===== config.mk =====
export PLATFORM = sky130hd
export DESIGN_NAME = rstgen_top
export DESIGN_NICKNAME = d
export VERILOG_FILES = /design/src/rtl/rstgen_pkg.sv /design/src/rtl/rstgen_sync.sv /design/src/rtl/rstgen_top.sv
export SDC_FILE = /design/constraint.sdc
export NUM_CORES = 1
export LEC_CHECK = 0
export ABC_AREA = 1
export BUFFER_PORTS_ARGS = -buffer_cell sky130_fd_sc_hd__buf_4
export CORE_MARGIN = 5
export CORE_UTILIZATION = 41
export DETAILED_ROUTE_END_ITERATION = 8
export PLACE_DENSITY = 0.75
export SYNTH_ARGS = -nofsm -noshare
export SYNTH_HDL_FRONTEND = slang
export SYNTH_SLANG_ARGS = --single-unit

===== constraint.sdc =====
create_clock -name CLK -period 1 [get_ports CLK]
set_clock_uncertainty 0.05 [all_clocks]
set_input_delay 0.15 -clock CLK [delete_from_list [all_inputs] [get_ports CLK]]
set_output_delay 0.15 -clock CLK [all_outputs]
set_load 0.01 [all_outputs]

===== src/rtl/rstgen_pkg.sv =====
package rstgen_pkg;
   // Requester count and bit positions in the request vector
   localparam int unsigned NUM_REQ       = 6;
   localparam int unsigned REQ_SW_UNIT   = 0;
   localparam int unsigned REQ_SW_CPU    = 1;
   localparam int unsigned REQ_HOST_CMD  = 2;
   localparam int unsigned REQ_WATCHDOG  = 3;
   localparam int unsigned REQ_POWER_ON  = 4;
   localparam int unsigned REQ_EXT_PIN   = 5;

   // Stretch after the last requester drops, in clock cycles
   localparam int unsigned STRETCH_CYCLES = 1;
   localparam logic [1:0]  STRETCH_LOAD   = 2'(STRETCH_CYCLES);

   // Pin input synchroniser depth
   localparam int unsigned SYNC_STAGES = 3;

   // Processor start address after release
   localparam logic [31:0] BOOT_ADDR = 32'h0000_0000;

   // Wake cause encodings
   localparam int unsigned CAUSE_W = 5;
   localparam logic [4:0] CAUSE_POWER_ON       = 5'h00;
   localparam logic [4:0] CAUSE_RF_LEVEL       = 5'h01;
   localparam logic [4:0] CAUSE_WAKE_TIMER     = 5'h02;
   localparam logic [4:0] CAUSE_CONTACT_AUX    = 5'h03;
   localparam logic [4:0] CAUSE_CARD_PRESENCE  = 5'h04;
   localparam logic [4:0] CAUSE_I2C_MATCH      = 5'h05;
   localparam logic [4:0] CAUSE_RESERVED       = 5'h06;
   localparam logic [4:0] CAUSE_SPI            = 5'h07;
   localparam logic [4:0] CAUSE_USB_RESUME     = 5'h08;
   localparam logic [4:0] CAUSE_SOFT_RESET     = 5'h09;
   localparam logic [4:0] CAUSE_WATCHDOG       = 5'h0a;
   localparam logic [4:0] CAUSE_TX_SUPPLY      = 5'h0b;
   localparam logic [4:0] CAUSE_HOST_RESET     = 5'h0c;
   localparam logic [4:0] CAUSE_THERMAL_A      = 5'h0d;
   localparam logic [4:0] CAUSE_THERMAL_B      = 5'h0e;
   localparam logic [4:0] CAUSE_NO_PAD_SUPPLY  = 5'h0f;
   localparam logic [4:0] CAUSE_PAD_ILIM       = 5'h10;
   localparam logic [4:0] CAUSE_GPIO           = 5'h11;
   localparam logic [4:0] CAUSE_HS_UART        = 5'h12;

   // Wake event vector positions, index 0 is highest priority
   localparam int unsigned NUM_WAKE     = 14;
   localparam int unsigned WK_RF_LEVEL  = 0;
   localparam int unsigned WK_TIMER     = 1;
   localparam int unsigned WK_AUX       = 2;
   localparam int unsigned WK_CARD      = 3;
   localparam int unsigned WK_I2C       = 4;
   localparam int unsigned WK_SPI       = 5;
   localparam int unsigned WK_USB       = 6;
   localparam int unsigned WK_TX_SUPPLY = 7;
   localparam int unsigned WK_THERM_A   = 8;
   localparam int unsigned WK_THERM_B   = 9;
   localparam int unsigned WK_NO_PAD    = 10;
   localparam int unsigned WK_PAD_ILIM  = 11;
   localparam int unsigned WK_GPIO      = 12;
   localparam int unsigned WK_HS_UART   = 13;

   // Reset value of the cause register
   localparam logic [4:0] CAUSE_RESET_VAL = CAUSE_POWER_ON;
endpackage


===== src/rtl/rstgen_sync.sv =====
`timescale 1ns/1ps
`default_nettype none
// Three-stage synchroniser with agreement filter on stages two and three
module rstgen_sync
   import rstgen_pkg::*;
#(
   parameter int unsigned WIDTH = 1,
   parameter logic        INIT  = 1'b0
) (
   // Clock and reset
   input  wire logic             clk,
   input  wire logic             rst_n,
   // Asynchronous input and filtered level
   input  wire logic [WIDTH-1:0] din,
   output logic      [WIDTH-1:0] dout
);
   logic [WIDTH-1:0] s1_r, s2_r, s3_r, q_r;
   logic [WIDTH-1:0] s1_nxt, s2_nxt, s3_nxt, q_nxt;

   // Shift and accept a change only when stages two and three agree
   always_comb begin
      s1_nxt = din;
      s2_nxt = s1_r;
      s3_nxt = s2_r;
      q_nxt  = q_r;
      for (int i = 0; i < WIDTH; i++) begin
         if (s2_r[i] == s3_r[i]) begin
            q_nxt[i] = s3_r[i];
         end
      end
   end

   always_ff @(posedge clk) begin
      if (!rst_n) begin
         s1_r <= {WIDTH{INIT}};
         s2_r <= {WIDTH{INIT}};
         s3_r <= {WIDTH{INIT}};
         q_r  <= {WIDTH{INIT}};
      end else begin
         s1_r <= s1_nxt;
         s2_r <= s2_nxt;
         s3_r <= s3_nxt;
         q_r  <= q_nxt;
      end
   end

   assign dout = q_r;
endmodule
`default_nettype wire


===== src/rtl/rstgen_top.sv =====
`timescale 1ns/1ps
`default_nettype none
// Notes on behaviour
// - Six reset requesters combine into one global chip reset.
// - Unit software request resets all but this unit and debug.
// - Processor software request resets all but this unit and debug.
// - Host reset command resets partially; a control input can disable it.
// - Watchdog expiry resets all but this unit and debug.
// - Power-on resets everything, releasing once main and core supplies are good.
// - External low pin resets everything, this unit included.
// - Requesters are active-high levels; any enabled one asserts global reset.
// - Global reset holds while any requester stays high.
// - Reset stretched at least one cycle after last requester drops.
// - Power-on holds reset until internal supply-good rises.
// - On release registers are at reset values; fetch starts at zero.
// - Cause codes 0 to 5: power-on, RF, timer, aux, card, I2C.
// - Code 6 reserved; 7 SPI, 8 USB, 9 soft reset, 10 watchdog.
// - 11 tx supply, 12 host reset, 13 and 14 thermal falls.
// - 15 pad supply loss, 16 pad current limit, 17 GPIO, 18 UART.
module rstgen_top
   import rstgen_pkg::*;
(
   // Clock and unit reset (power-on or external pin only)
   input  wire logic          CLK,
   input  wire logic          RST_N,
   // Supply indications from the analog side and the external reset pin
   input  wire logic          MAIN_SUPPLY_OK,
   input  wire logic          CORE_SUPPLY_OK,
   input  wire logic          EXT_RESET_PIN_N,
   // Reset requesters on the system clock
   input  wire logic          SW_UNIT_REQ,
   input  wire logic          SW_CPU_REQ,
   input  wire logic          HOST_CMD_REQ,
   input  wire logic          HOST_CMD_EN,
   input  wire logic          WATCHDOG_REQ,
   // Wake events, one-cycle or level, on the system clock
   input  wire logic          WAKE_RF_LEVEL,
   input  wire logic          WAKE_TIMER,
   input  wire logic          WAKE_CONTACT_AUX,
   input  wire logic          WAKE_CARD_PRESENCE,
   input  wire logic          WAKE_I2C_MATCH,
   input  wire logic          WAKE_SPI,
   input  wire logic          WAKE_USB_RESUME,
   input  wire logic          WAKE_TX_SUPPLY,
   input  wire logic          WAKE_THERMAL_A,
   input  wire logic          WAKE_THERMAL_B,
   input  wire logic          WAKE_NO_PAD_SUPPLY,
   input  wire logic          WAKE_PAD_ILIM,
   input  wire logic          WAKE_GPIO,
   input  wire logic          WAKE_HS_UART,
   // Reset outputs
   output logic               GLOBAL_RESET,
   output logic               CHIP_RESET,
   output logic               UNIT_RESET,
   output logic [31:0]        BOOT_VECTOR,
   // Status
   output logic [CAUSE_W-1:0] WAKE_CAUSE_CODE,
   output logic [NUM_REQ-1:0] REQ_STATUS
);
   logic [2:0]         pin_sync;
   logic               main_ok_s, core_ok_s, ext_n_s;
   logic [NUM_REQ-1:0] req_vec;
   logic               any_req, any_partial, full_req;
   logic [1:0]         stretch_r, stretch_nxt;
   logic               glob_r, glob_nxt;
   logic               full_r, full_nxt;
   logic               unit_r, unit_nxt;
   logic [NUM_REQ-1:0] reqst_r, reqst_nxt;
   logic               prev_full_r, prev_full_nxt;
   logic [4:0]         cause_r, cause_nxt;
   logic [NUM_WAKE-1:0] wake_vec;
   logic               wake_any;
   logic [4:0]         wake_code;

   // Analog and pin levels come from outside the clock domain
   rstgen_sync #(.WIDTH(3), .INIT(1'b0)) u_sync (
      .clk   (CLK),
      .rst_n (RST_N),
      .din   ({MAIN_SUPPLY_OK, CORE_SUPPLY_OK, EXT_RESET_PIN_N}),
      .dout  (pin_sync)
   );
   assign main_ok_s = pin_sync[2];
   assign core_ok_s = pin_sync[1];
   assign ext_n_s   = pin_sync[0];

   // Level requesters, each active high
   assign req_vec[REQ_SW_UNIT]  = SW_UNIT_REQ;
   assign req_vec[REQ_SW_CPU]   = SW_CPU_REQ;
   assign req_vec[REQ_HOST_CMD] = HOST_CMD_REQ & HOST_CMD_EN;
   assign req_vec[REQ_WATCHDOG] = WATCHDOG_REQ;
   assign req_vec[REQ_POWER_ON] = ~(main_ok_s & core_ok_s);
   assign req_vec[REQ_EXT_PIN]  = ~ext_n_s;

   // Any requester asserts global reset; full scope for power and pin
   assign any_req     = |req_vec;
   assign full_req    = req_vec[REQ_POWER_ON] | req_vec[REQ_EXT_PIN];
   assign any_partial = req_vec[REQ_SW_UNIT] | req_vec[REQ_SW_CPU]
                      | req_vec[REQ_HOST_CMD] | req_vec[REQ_WATCHDOG];

   // Wake events in priority order
   assign wake_vec = {WAKE_HS_UART, WAKE_GPIO, WAKE_PAD_ILIM, WAKE_NO_PAD_SUPPLY,
                      WAKE_THERMAL_B, WAKE_THERMAL_A, WAKE_TX_SUPPLY, WAKE_USB_RESUME,
                      WAKE_SPI, WAKE_I2C_MATCH, WAKE_CARD_PRESENCE, WAKE_CONTACT_AUX,
                      WAKE_TIMER, WAKE_RF_LEVEL};
   assign wake_any = |wake_vec;

   // Lowest set index wins
   always_comb begin
      wake_code = CAUSE_RESERVED;
      for (int i = NUM_WAKE - 1; i >= 0; i--) begin
         if (wake_vec[i]) begin
            unique case (i)
               WK_RF_LEVEL:  wake_code = CAUSE_RF_LEVEL;
               WK_TIMER:     wake_code = CAUSE_WAKE_TIMER;
               WK_AUX:       wake_code = CAUSE_CONTACT_AUX;
               WK_CARD:      wake_code = CAUSE_CARD_PRESENCE;
               WK_I2C:       wake_code = CAUSE_I2C_MATCH;
               WK_SPI:       wake_code = CAUSE_SPI;
               WK_USB:       wake_code = CAUSE_USB_RESUME;
               WK_TX_SUPPLY: wake_code = CAUSE_TX_SUPPLY;
               WK_THERM_A:   wake_code = CAUSE_THERMAL_A;
               WK_THERM_B:   wake_code = CAUSE_THERMAL_B;
               WK_NO_PAD:    wake_code = CAUSE_NO_PAD_SUPPLY;
               WK_PAD_ILIM:  wake_code = CAUSE_PAD_ILIM;
               WK_GPIO:      wake_code = CAUSE_GPIO;
               WK_HS_UART:   wake_code = CAUSE_HS_UART;
               default:      wake_code = CAUSE_RESERVED;
            endcase
         end
      end
   end

   // Reset combiner with stretch; outputs change only on CLK edges
   always_comb begin
      stretch_nxt   = stretch_r;
      glob_nxt      = glob_r;
      full_nxt      = full_r;
      unit_nxt      = full_req;
      reqst_nxt     = req_vec;
      prev_full_nxt = full_req;
      if (any_req) begin
         stretch_nxt = STRETCH_LOAD;
         glob_nxt    = 1'b1;
         if (full_req) begin
            full_nxt = 1'b1;
         end
      end else if (stretch_r != 2'h0) begin
         stretch_nxt = stretch_r - 2'h1;
         glob_nxt    = 1'b1;
      end else begin
         glob_nxt = 1'b0;
         full_nxt = 1'b0;
      end
   end

   // Cause register: partial resets never clear it
   always_comb begin
      cause_nxt = cause_r;
      if (full_req && !prev_full_r) begin
         cause_nxt = CAUSE_POWER_ON;
      end else if (req_vec[REQ_HOST_CMD]) begin
         cause_nxt = CAUSE_HOST_RESET;
      end else if (req_vec[REQ_WATCHDOG] || req_vec[REQ_SW_CPU]) begin
         cause_nxt = CAUSE_WATCHDOG;
      end else if (req_vec[REQ_SW_UNIT]) begin
         cause_nxt = CAUSE_SOFT_RESET;
      end else if (wake_any && !glob_r) begin
         cause_nxt = wake_code;
      end
   end

   // Unit reset only from RST_N, which the pin and power-on drive outside
   always_ff @(posedge CLK) begin
      if (!RST_N) begin
         stretch_r   <= STRETCH_LOAD;
         glob_r      <= 1'b1;
         full_r      <= 1'b1;
         unit_r      <= 1'b1;
         reqst_r     <= '0;
         prev_full_r <= 1'b1;
         cause_r     <= CAUSE_RESET_VAL;
      end else begin
         stretch_r   <= stretch_nxt;
         glob_r      <= glob_nxt;
         full_r      <= full_nxt;
         unit_r      <= unit_nxt;
         reqst_r     <= reqst_nxt;
         prev_full_r <= prev_full_nxt;
         cause_r     <= cause_nxt;
      end
   end

   assign GLOBAL_RESET    = glob_r;
   assign CHIP_RESET      = full_r;
   assign UNIT_RESET      = unit_r;
   assign BOOT_VECTOR     = BOOT_ADDR;
   assign WAKE_CAUSE_CODE = cause_r;
   assign REQ_STATUS      = reqst_r;
endmodule
`default_nettype wire


==> reports/metrics.csv, run 1 <==
metric;value;unit
synthTopCellsByCount;nand2_1, buf_4, inv_1;
die-area;4860;µm²
grt_max_degree;17;
antenna_found_initial;0;
io_pins;70;
hold_viol;0;
synth_edf_count;0;
synth_top_family_by_area;simple AND/OR/NAND/NOR gates;
rsz0062_at_grt;yes;
drive_above_1_share;42.8;%
peakVddDrop;0.959;mV
synth_compound_gate_area_share;6.16;%
dp_worst_setup_slack;-233;ps
slew_viol_final;0;
muxShareOfSynthArea;0;%
fin_crit_sh;109;%
drt_first_iter_violations;45;
synthFlopType;dfxtp_1;
cts_tree;done;
power_density;1110;nW/µm²
synthTopCellsByArea;dfxtp_1, buf_4, nand2_1;
clkLatencyLatePin;340;ps
min_path_type;in2reg;
ys_seq_area_share;38.3;%
whs;50.6;ps
dpl_cell_area;1830;µm²
final_critical_path_setup_slack;-85.6;ps
synth_largest_area_cell;dfxtp_1;
h-tree-depth;1;
antenna_left;0;
ctsLongestPathBuffers;2;
fp.dieW;69.7;µm
async_flop_share;0;%
hpwlAfterDp;2290;µm
final_area;2100;µm²
synth-simple-area-share;26.6;%
start_util;43.2;%
ys_seq_elements;28;
cts_buffers;3;
num_vias;1287;
synth_xor_area_share;0.599;%
cp.required;1200;ps
grt_pass1_vias;1180;
path_class;reg2reg;
setup_viol;12;
grt_first_pass_wirelength;4970;µm
arrival;1280;ps
io_buffers;37;
track_usage;12.6;%
synth_most_common_cell;nand2_1;
wire_per_inst;9.62;µm
clk_pin_slew;150;ps
synthAdderAreaFrac;1.54;%
crit_path_max_fanout;4;
avgViaCountPerCell;4.06;
drv_cap;0;
grt-ovfl-total;0;
die_h;69.7;µm
synth_cell_types;28;
min_period;1090;ps
rows;21;
critPathCaptureType;flip-flop;
timing.fmax;921;MHz
synth.avg_cell_area;7.10;µm²
routed_wirelength;3050;µm
gp_congestion;0.775;
synthToLayoutAreaGrowth;43.8;%
status;finished with violations;
violations;setup timing;
p_leak;1.13;nW
antenna_cells;0;
drc_errors;0;
yosysWarnings;0;
clock-root-buffer;clkbuf_4;
synth_area;1460;µm²
first_pass_iters;4;
coreArea;3390;µm²
startpoint_type;flip-flop;
clock_sinks;28;
nNetsFinal;297;
synth_top_area_share;38.3;%
netlist_instances;206;
-- cell usage in the layout (no fill, tap or decap), types with 5 or more instances in the layout --
cell type   n
buf_6      14
dfxtp_1     9
a21oi_1     5
dfxtp_2    19
nand2_1    46
inv_2       7
nor2_4      5
buf_4      46
nor2_1     15
inv_1      28
conb_1     32
-- worst max-delay path, stage by stage (launching register included) --
cell and delay, ps:
dfxtp_2 390, inv_4 50, nor3_4 180, inv_2 80, nor2_4 100, nand2_2 50
o21a_1 90
-- area by class of cell --
class,instances,area (µm²)
clock buffers,3,22.5
clock inverters,1,30.0
fillers,301,1290
inverters,37,141
multi-input cells,138,724
flip-flops and latches,28,584
well taps,46,57.6
repair buffers,64,543
-- power breakdown --
| group | internal, W | total (W) | switching, W |
|---|---|---|---|
| Clock | 0.000406 | 0.000749 | 0.000343 |
| Combinational | 0.000205 | 0.000420 | 0.000215 |
| Sequential | 0.00116 | 0.00118 | 0.0000191 |
| Total | 0.00177 | 0.00235 | 0.000577 |
-- cell families (layout without fill, tap and decap cells) --
kind of cell             after synthesis  count (layout)
AO/OA/AOI/OAI                         15              15
XOR/XNOR                               1               1
AND/OR/NAND/NOR                       88              88
other                                  1              32
adder cells (fa/ha/maj)                2               2
buffers and inverters                 71             105
flip-flops                            28              28
-- routing by layer --
metal  vias to the layer above  track usage (%)  wire, µm
met1                       557             12.8      1150
met2                        42             22.7      1580
met5                         -                0         0
li1                        681                -         -
met4                         0             6.38        70
met3                         7             4.49       252
-- worst paths after layout --
check / slack, ps / start / depth (start not counted) / endpoint
max: -90 / u_sync.dout[0]$_SDFFE_PN0N_ / 6 / CHIP_RESET$_SDFFE_PN1P_
min: 50 / SW_CPU_REQ / 4 / REQ_STATUS[1]$_SDFF_PN0_
max reg2reg: -90 / u_sync.dout[0]$_SDFFE_PN0N_ / 6 / CHIP_RESET$_SDFFE_PN1P_
min reg2reg: 380 / u_sync.s1_r[0]$_SDFF_PN0_ / 2 / u_sync.s2_r[0]$_SDFF_PN0_
-- repair_timing --
action	CTS	global route
pin swaps	4	6
buffers inserted	2	2
hold buffers	4	0
setup endpoints to repair	21	24
endpoints found under the hold margin	4	0
resized for setup	34	18
-- state kept, by name, summed over array words and instances (netlist names) --
register,count
CHIP_RESET,1
GLOBAL_RESET,1
REQ_STATUS,6
WAKE_CAUSE_CODE,5
prev_full_r,1
stretch_r,2
u_sync.dout,3
u_sync.s1_r,3
u_sync.s2_r,3
u_sync.s3_r,3
-- per-stage QoR --
step,util (%),total power [W],TNS (ps),cells
floorplan,-,0.00147,0,237
global placement,53.9,0.00155,-1100,305
finish,62.1,0.00235,-229,317
detailed placement,53.9,0.00156,-1260,305
CTS,59.9,0.00235,-445,315
global route,62.1,0.00246,-1190,317
No activity file was read; power rests on OpenSTA's default activity.
==> run 2, diff against run 1 <==
- PLACE_DENSITY: 0.75 -> 0.86
==> reports/metrics.csv, run 2 (same netlist as run 1, synthesis figures left out) <==
metric;value;unit;change
status;finished with violations;;unchanged
violations;setup timing;;unchanged
timing.fmax;943;MHz;was 921 MHz
drive_above_1_share;43.0;%;was 42.8%
rows;21;;unchanged
seqCellArea;586;µm²;was 584 µm²
grt_first_pass_wirelength;4830;µm;was 4970 µm
startpoint_type;flip-flop;;unchanged
drv_cap;0;;unchanged
final_common_cell;buf_4;;
avgViaCountPerCell;4.08;;was 4.06
fin_crit_sh;106;%;was 109%
fillers;294;;was 301
hold_viol;0;;unchanged
worstReg2RegStart;u_sync.dout[0]$_SDFFE_PN0N_;;unchanged
crit_end;CHIP_RESET$_SDFFE_PN1P_;;unchanged
cts_tree;done;;unchanged
hpwlAfterDp;2350;µm;was 2290 µm
pwr-share-clk;31.4;%;was 31.9%
top_layer_used;met4;;unchanged
routed_wirelength;3070;µm;was 3050 µm
critPathCaptureType;flip-flop;;unchanged
path_class;reg2reg;;unchanged
io_buffers;37;;unchanged
wl_met1;1150;µm;about the same
cp-startpoint;u_sync.dout[0]$_SDFFE_PN0N_;;unchanged
ctsLongestPathBuffers;2;;unchanged
start_util;43.2;%;unchanged
drc_errors;0;;unchanged
track_usage;12.1;%;was 12.6%
fin_setup_tns;-147;ps;was -229 ps
final_area;2100;µm²;about the same
final_critical_path_setup_slack;-60.4;ps;was -85.6 ps
multi_input_comb_area;717;µm²;was 724 µm²
drt_first_iter_violations;78;;was 45
worst-r2r-cell-count;6;;unchanged
wire_per_inst;9.65;µm;was 9.62 µm
clk_pin_slew;150;ps;about the same
min_path_type;in2reg;;unchanged
dpl_cell_area;1820;µm²;was 1830 µm²
clkLatencyLatePin;330;ps;was 340 ps
utilization;62.0;%;was 62.1%
die-area;4860;µm²;unchanged
slew_viol_final;0;;unchanged
power_density;1110;nW/µm²;about the same
coreArea;3390;µm²;unchanged
clock_sinks;28;;unchanged
die_h;69.7;µm;unchanged
cp.required;1190;ps;was 1200 ps
clock-root-buffer;clkbuf_4;;unchanged
antenna_found_initial;0;;unchanged
setup_viol;8;;was 12
met2_length;1610;µm;was 1580 µm
arrival;1250;ps;was 1280 ps
regToRegSetupSlack;-60;ps;was -90 ps
grt_max_degree;17;;unchanged
num_vias;1298;;was 1287
h-tree-depth;1;;unchanged
p_sw_share;24.0;%;was 24.6%
whs;62.9;ps;was 50.6 ps
r2r-end;CHIP_RESET$_SDFFE_PN1P_;;unchanged
peakVddDrop;0.805;mV;was 0.959 mV
antenna_cells;0;;unchanged
gp_congestion;0.828;;was 0.775
cts_buffers;3;;unchanged
rsz0062_at_grt;yes;;unchanged
nNetsFinal;298;;was 297
largest_reg_flops;6;;unchanged
io_pins;70;;unchanged
min_period;1060;ps;was 1090 ps
first_pass_iters;4;;unchanged
power_frac_seq;50.4;%;was 50.1%
antenna_left;0;;unchanged
wl_met3;261;µm;was 252 µm
internal-power;0.00177;W;about the same
power_switching;0.000560;W;was 0.000577 W
synthToLayoutAreaGrowth;43.7;%;was 43.8%
crit_path_max_fanout;4;;unchanged
grt-ovfl-total;0;;unchanged
hold-path-cell-count;4;;unchanged
fp.dieW;69.7;µm;unchanged
p_leak;1.13;nW;about the same
combinationalPowerShare;18.2;%;was 17.9%
grt_pass1_vias;1227;;was 1180
final_cell_mix;buf_4, nand2_1, conb_1;;was nand2_1, buf_4, conb_1
dp_worst_setup_slack;-234;ps;was -233 ps
-- run 2: what timing repair did --
item	CTS	global route
pin swaps	3	3
hold endpoints to repair	4	0
setup endpoints to repair	24	24
gates cloned	0	0
hold buffers	4	0
setup buffers	5	1
gates resized for setup	30	20
-- run 2: area by class of cell --
| class | count | share of cell area (%) |
|---|---|---|
| tap | 46 | 2.74 |
| clock buffer | 3 | 1.07 |
| multi-input combinational | 138 | 34.1 |
| clock inverter | 1 | 1.43 |
| inverter | 37 | 6.61 |
| sequential | 28 | 27.9 |
| timing repair buffer | 65 | 26.2 |
-- run 2: power groups by stage --
stage | clock [W] | combinational [W] | sequential (W)
after global routing | 0.000810 | 0.000470 | 0.00118
final | 0.000732 | 0.000424 | 0.00117
after detailed placement | 0 | 0.000370 | 0.00119
after floorplan | 0 | 0.000266 | 0.00120
after global placement | 0 | 0.000361 | 0.00119
after CTS | 0.000764 | 0.000407 | 0.00117
-- run 2: per-layer routing --
layer	global-route usage [%]	up-vias
met5	0	-
met1	11.7	568
met3	4.93	7
met4	4.89	0
li1	-	682
met2	22.6	41
-- run 2: per-stage QoR --
step | std cells | total power (W)
floorplan | 237 | 0.00147
global placement | 304 | 0.00155
detailed placement | 304 | 0.00156
CTS | 317 | 0.00234
global route | 318 | 0.00246
finish | 318 | 0.00233
-- run 2: worst min-delay path by stage --
stage                   start                         to  slack (ps)
2_1_floorplan     SW_UNIT_REQ   REQ_STATUS[0]$_SDFF_PN0_         190
3_3_place_gp   MAIN_SUPPLY_OK  u_sync.s1_r[2]$_SDFF_PN0_         280
3_5_place_dp   MAIN_SUPPLY_OK  u_sync.s1_r[2]$_SDFF_PN0_         290
4_1_cts            SW_CPU_REQ   REQ_STATUS[1]$_SDFF_PN0_          50
5_1_grt            SW_CPU_REQ   REQ_STATUS[1]$_SDFF_PN0_          40
6_report           SW_CPU_REQ   REQ_STATUS[1]$_SDFF_PN0_          60
-- run 2: critical path, cell delays in order (launching register included) --
cell	delay [ps]
dfxtp_2	360
inv_2	60
nor3_4	160
inv_2	80
nor2_4	100
nand2_2	60
o21a_1	100
==> run 3, diff against run 2 <==
- CORE_UTILIZATION: 41 -> 46
- PLACE_DENSITY: 0.86 -> 0.91
- clock period: 1 -> 1.2 ns (I/O delays scaled with it)
==> reports/metrics.csv, run 3 (same netlist as run 1, synthesis figures left out) <==
metric;value;unit;change
antenna_found_initial;0;;unchanged
path_class;reg2reg;;unchanged
hold-path-cell-count;3;;was 4
grt_max_degree;17;;unchanged
arrival;1320;ps;was 1250 ps
dpl_cell_area;1730;µm²;was 1820 µm²
final_area;1860;µm²;was 2100 µm²
fin_crit_sh;93.4;%;was 106%
regToRegSetupSlack;80;ps;was -60 ps
p_leak;1.02;nW;was 1.13 nW
crit_family;flip-flops;;unchanged
gp_congestion;0.780;;was 0.828
nNetsFinal;287;;was 298
crit_path_max_fanout;2;;was 4
io_pins;70;;unchanged
track_usage;12.7;%;was 12.1%
slew_viol_final;0;;unchanged
hold_start;SW_UNIT_REQ;;was SW_CPU_REQ
timing.fmax;892;MHz;was 943 MHz
num_vias;1256;;was 1298
min_period;1120;ps;was 1060 ps
die-area;4410;µm²;was 4860 µm²
clock_sinks;28;;unchanged
fp.dieW;66.4;µm;was 69.7 µm
wire_per_inst;9.24;µm;was 9.65 µm
die_h;66.4;µm;was 69.7 µm
routed_wirelength;2820;µm;was 3070 µm
synthToLayoutAreaGrowth;27.3;%;was 43.7%
rows;20;;was 21
start_util;47.9;%;was 43.2%
first_pass_iters;4;;unchanged
path_buf_inv;1;;was 2
power_density;1010;nW/µm²;was 1110 nW/µm²
worst-r2r-cell-count;5;;was 6
clkLatencyLatePin;320;ps;was 330 ps
crit_path_max_incr_delay;350;ps;was 360 ps
whs;38.0;ps;was 62.9 ps
cts_tree;done;;unchanged
dp_worst_setup_slack;-75.3;ps;was -234 ps
drv_cap;0;;unchanged
clk_pin_slew;150;ps;about the same
drc_errors;0;;unchanged
h-tree-depth;1;;unchanged
hpwlAfterDp;2300;µm;was 2350 µm
peakVddDrop;0.713;mV;was 0.805 mV
clock-root-buffer;clkbuf_4;;unchanged
coreArea;3050;µm²;was 3390 µm²
avgViaCountPerCell;4.12;;was 4.08
grt_first_pass_wirelength;4450;µm;was 4830 µm
path_cells;inv_1 > ha_2 > nor2_1 > a21oi_1 > nor3_1;;was inv_2 > nor3_4 > inv_2 > nor2_4 > nand2_2 > o21a_1
critPathCaptureType;flip-flop;;unchanged
setup_viol;0;;was 8
io_buffers;37;;unchanged
cp.required;1400;ps;was 1190 ps
whs_endpoint;REQ_STATUS[0]$_SDFF_PN0_;;was REQ_STATUS[1]$_SDFF_PN0_
antenna_cells;0;;unchanged
antenna_left;0;;unchanged
worstReg2RegStart;stretch_r[0]$_SDFFE_PP1N_;;was u_sync.dout[0]$_SDFFE_PN0N_
hold_viol;0;;unchanged
finalPower;0.00188;W;was 0.00233 W
drive_above_1_share;29.1;%;was 43.0%
final_cell_mix;nand2_1, buf_4, conb_1;;was buf_4, nand2_1, conb_1
utilization;61.0;%;was 62.0%
min_path_type;in2reg;;unchanged
grt_pass1_vias;1145;;was 1227
ctsLongestPathBuffers;2;;unchanged
startpoint_type;flip-flop;;unchanged
status;finished clean;;was finished with violations
cts_buffers;3;;unchanged
drt_first_iter_violations;46;;was 78
critical-path-slowest-cell;dfxtp_2;;unchanged
final_critical_path_setup_slack;79.3;ps;was -60.4 ps
r2r-end;stretch_r[1]$_SDFFE_PP0N_;;was CHIP_RESET$_SDFFE_PN1P_
grt-ovfl-total;0;;unchanged
largest_reg_flops;6;;unchanged
[run 3: cell types whose count changed in the layout (fill, tap and decap cells not counted), moves of 2 or more]
cell     delta
buf_4       +3
dfxtp_2    -12
nand2_1     +4
nor2_2      -2
inv_2       -3
dfxtp_1    +13
nor2_1      +5
inv_1       +3
o21ai_1     +2
nor2_4      -3
nand2_2     -3
buf_6      -14
[run 3: how the worst max path moves through the flow]
stage | slack [ps] | cells past startpoint | endpoint | startpoint
final | 80 | 5 | stretch_r[1]$_SDFFE_PP0N_ | stretch_r[0]$_SDFFE_PP1N_
after global routing | -4 | 6 | CHIP_RESET$_SDFFE_PN1P_ | u_sync.dout[2]$_SDFFE_PN0N_
after floorplan | 150 | 6 | WAKE_CAUSE_CODE[2]$_SDFFE_PP0P_ | u_sync.dout[1]$_SDFFE_PN0N_
after CTS | 20 | 5 | stretch_r[1]$_SDFFE_PP0N_ | stretch_r[0]$_SDFFE_PP1N_
after global placement | -20 | 8 | WAKE_CAUSE_CODE[2]$_SDFFE_PP0P_ | WAKE_NO_PAD_SUPPLY
after detailed placement | -80 | 8 | WAKE_CAUSE_CODE[2]$_SDFFE_PP0P_ | WAKE_NO_PAD_SUPPLY
[run 3: worst reg2reg max path, cell delays in order (launching register included)]
cell and delay, ps:
dfxtp_2 350, inv_1 50, ha_2 260, nor2_1 110
a21oi_1 60, nor3_1 170
[run 3: report_power, final]
part	switching (W)	internal, W	leakage [nW]	total [W]
clock	0.000266	0.000338	0.0279	0.000604
combinational	0.000163	0.000136	0.765	0.000299
sequential	0.0000128	0.000961	0.232	0.000973
[run 3: through the flow]
stage / setup TNS [ps] / cells
CTS: 0 / 301
floorplan: 0 / 237
global route: -3.81 / 305
finish: 0 / 305
global placement: -32.1 / 293
detailed placement: -160 / 293
[run 3: routing by layer]
metal / GRT usage, % / up-vias / wire length [µm]
met4: 3.05 / 0 / 0
met5: 0 / - / 0
met1: 13.4 / 570 / 1050
li1: - / 657 / -
met2: 25.2 / 29 / 1570
met3: 2.55 / 0 / 203
[run 3: area by class of cell]
cell class              count  area [µm²]
fillers                   288        1190
repair buffers             54         415
inverters                  37         139
multi-input cells         138         633
well taps                  44        55.1
clock buffers               3        22.5
clock inverters             1        30.0
flip-flops and latches     28         567
[run 3: repair_timing]
item | in CTS | in global routing
setup endpoints to repair | 0 | 2
hold endpoints to repair | 4 | 0
gates resized for setup | 0 | 6
buffers inserted | 0 | 4
hold buffers | 4 | 0
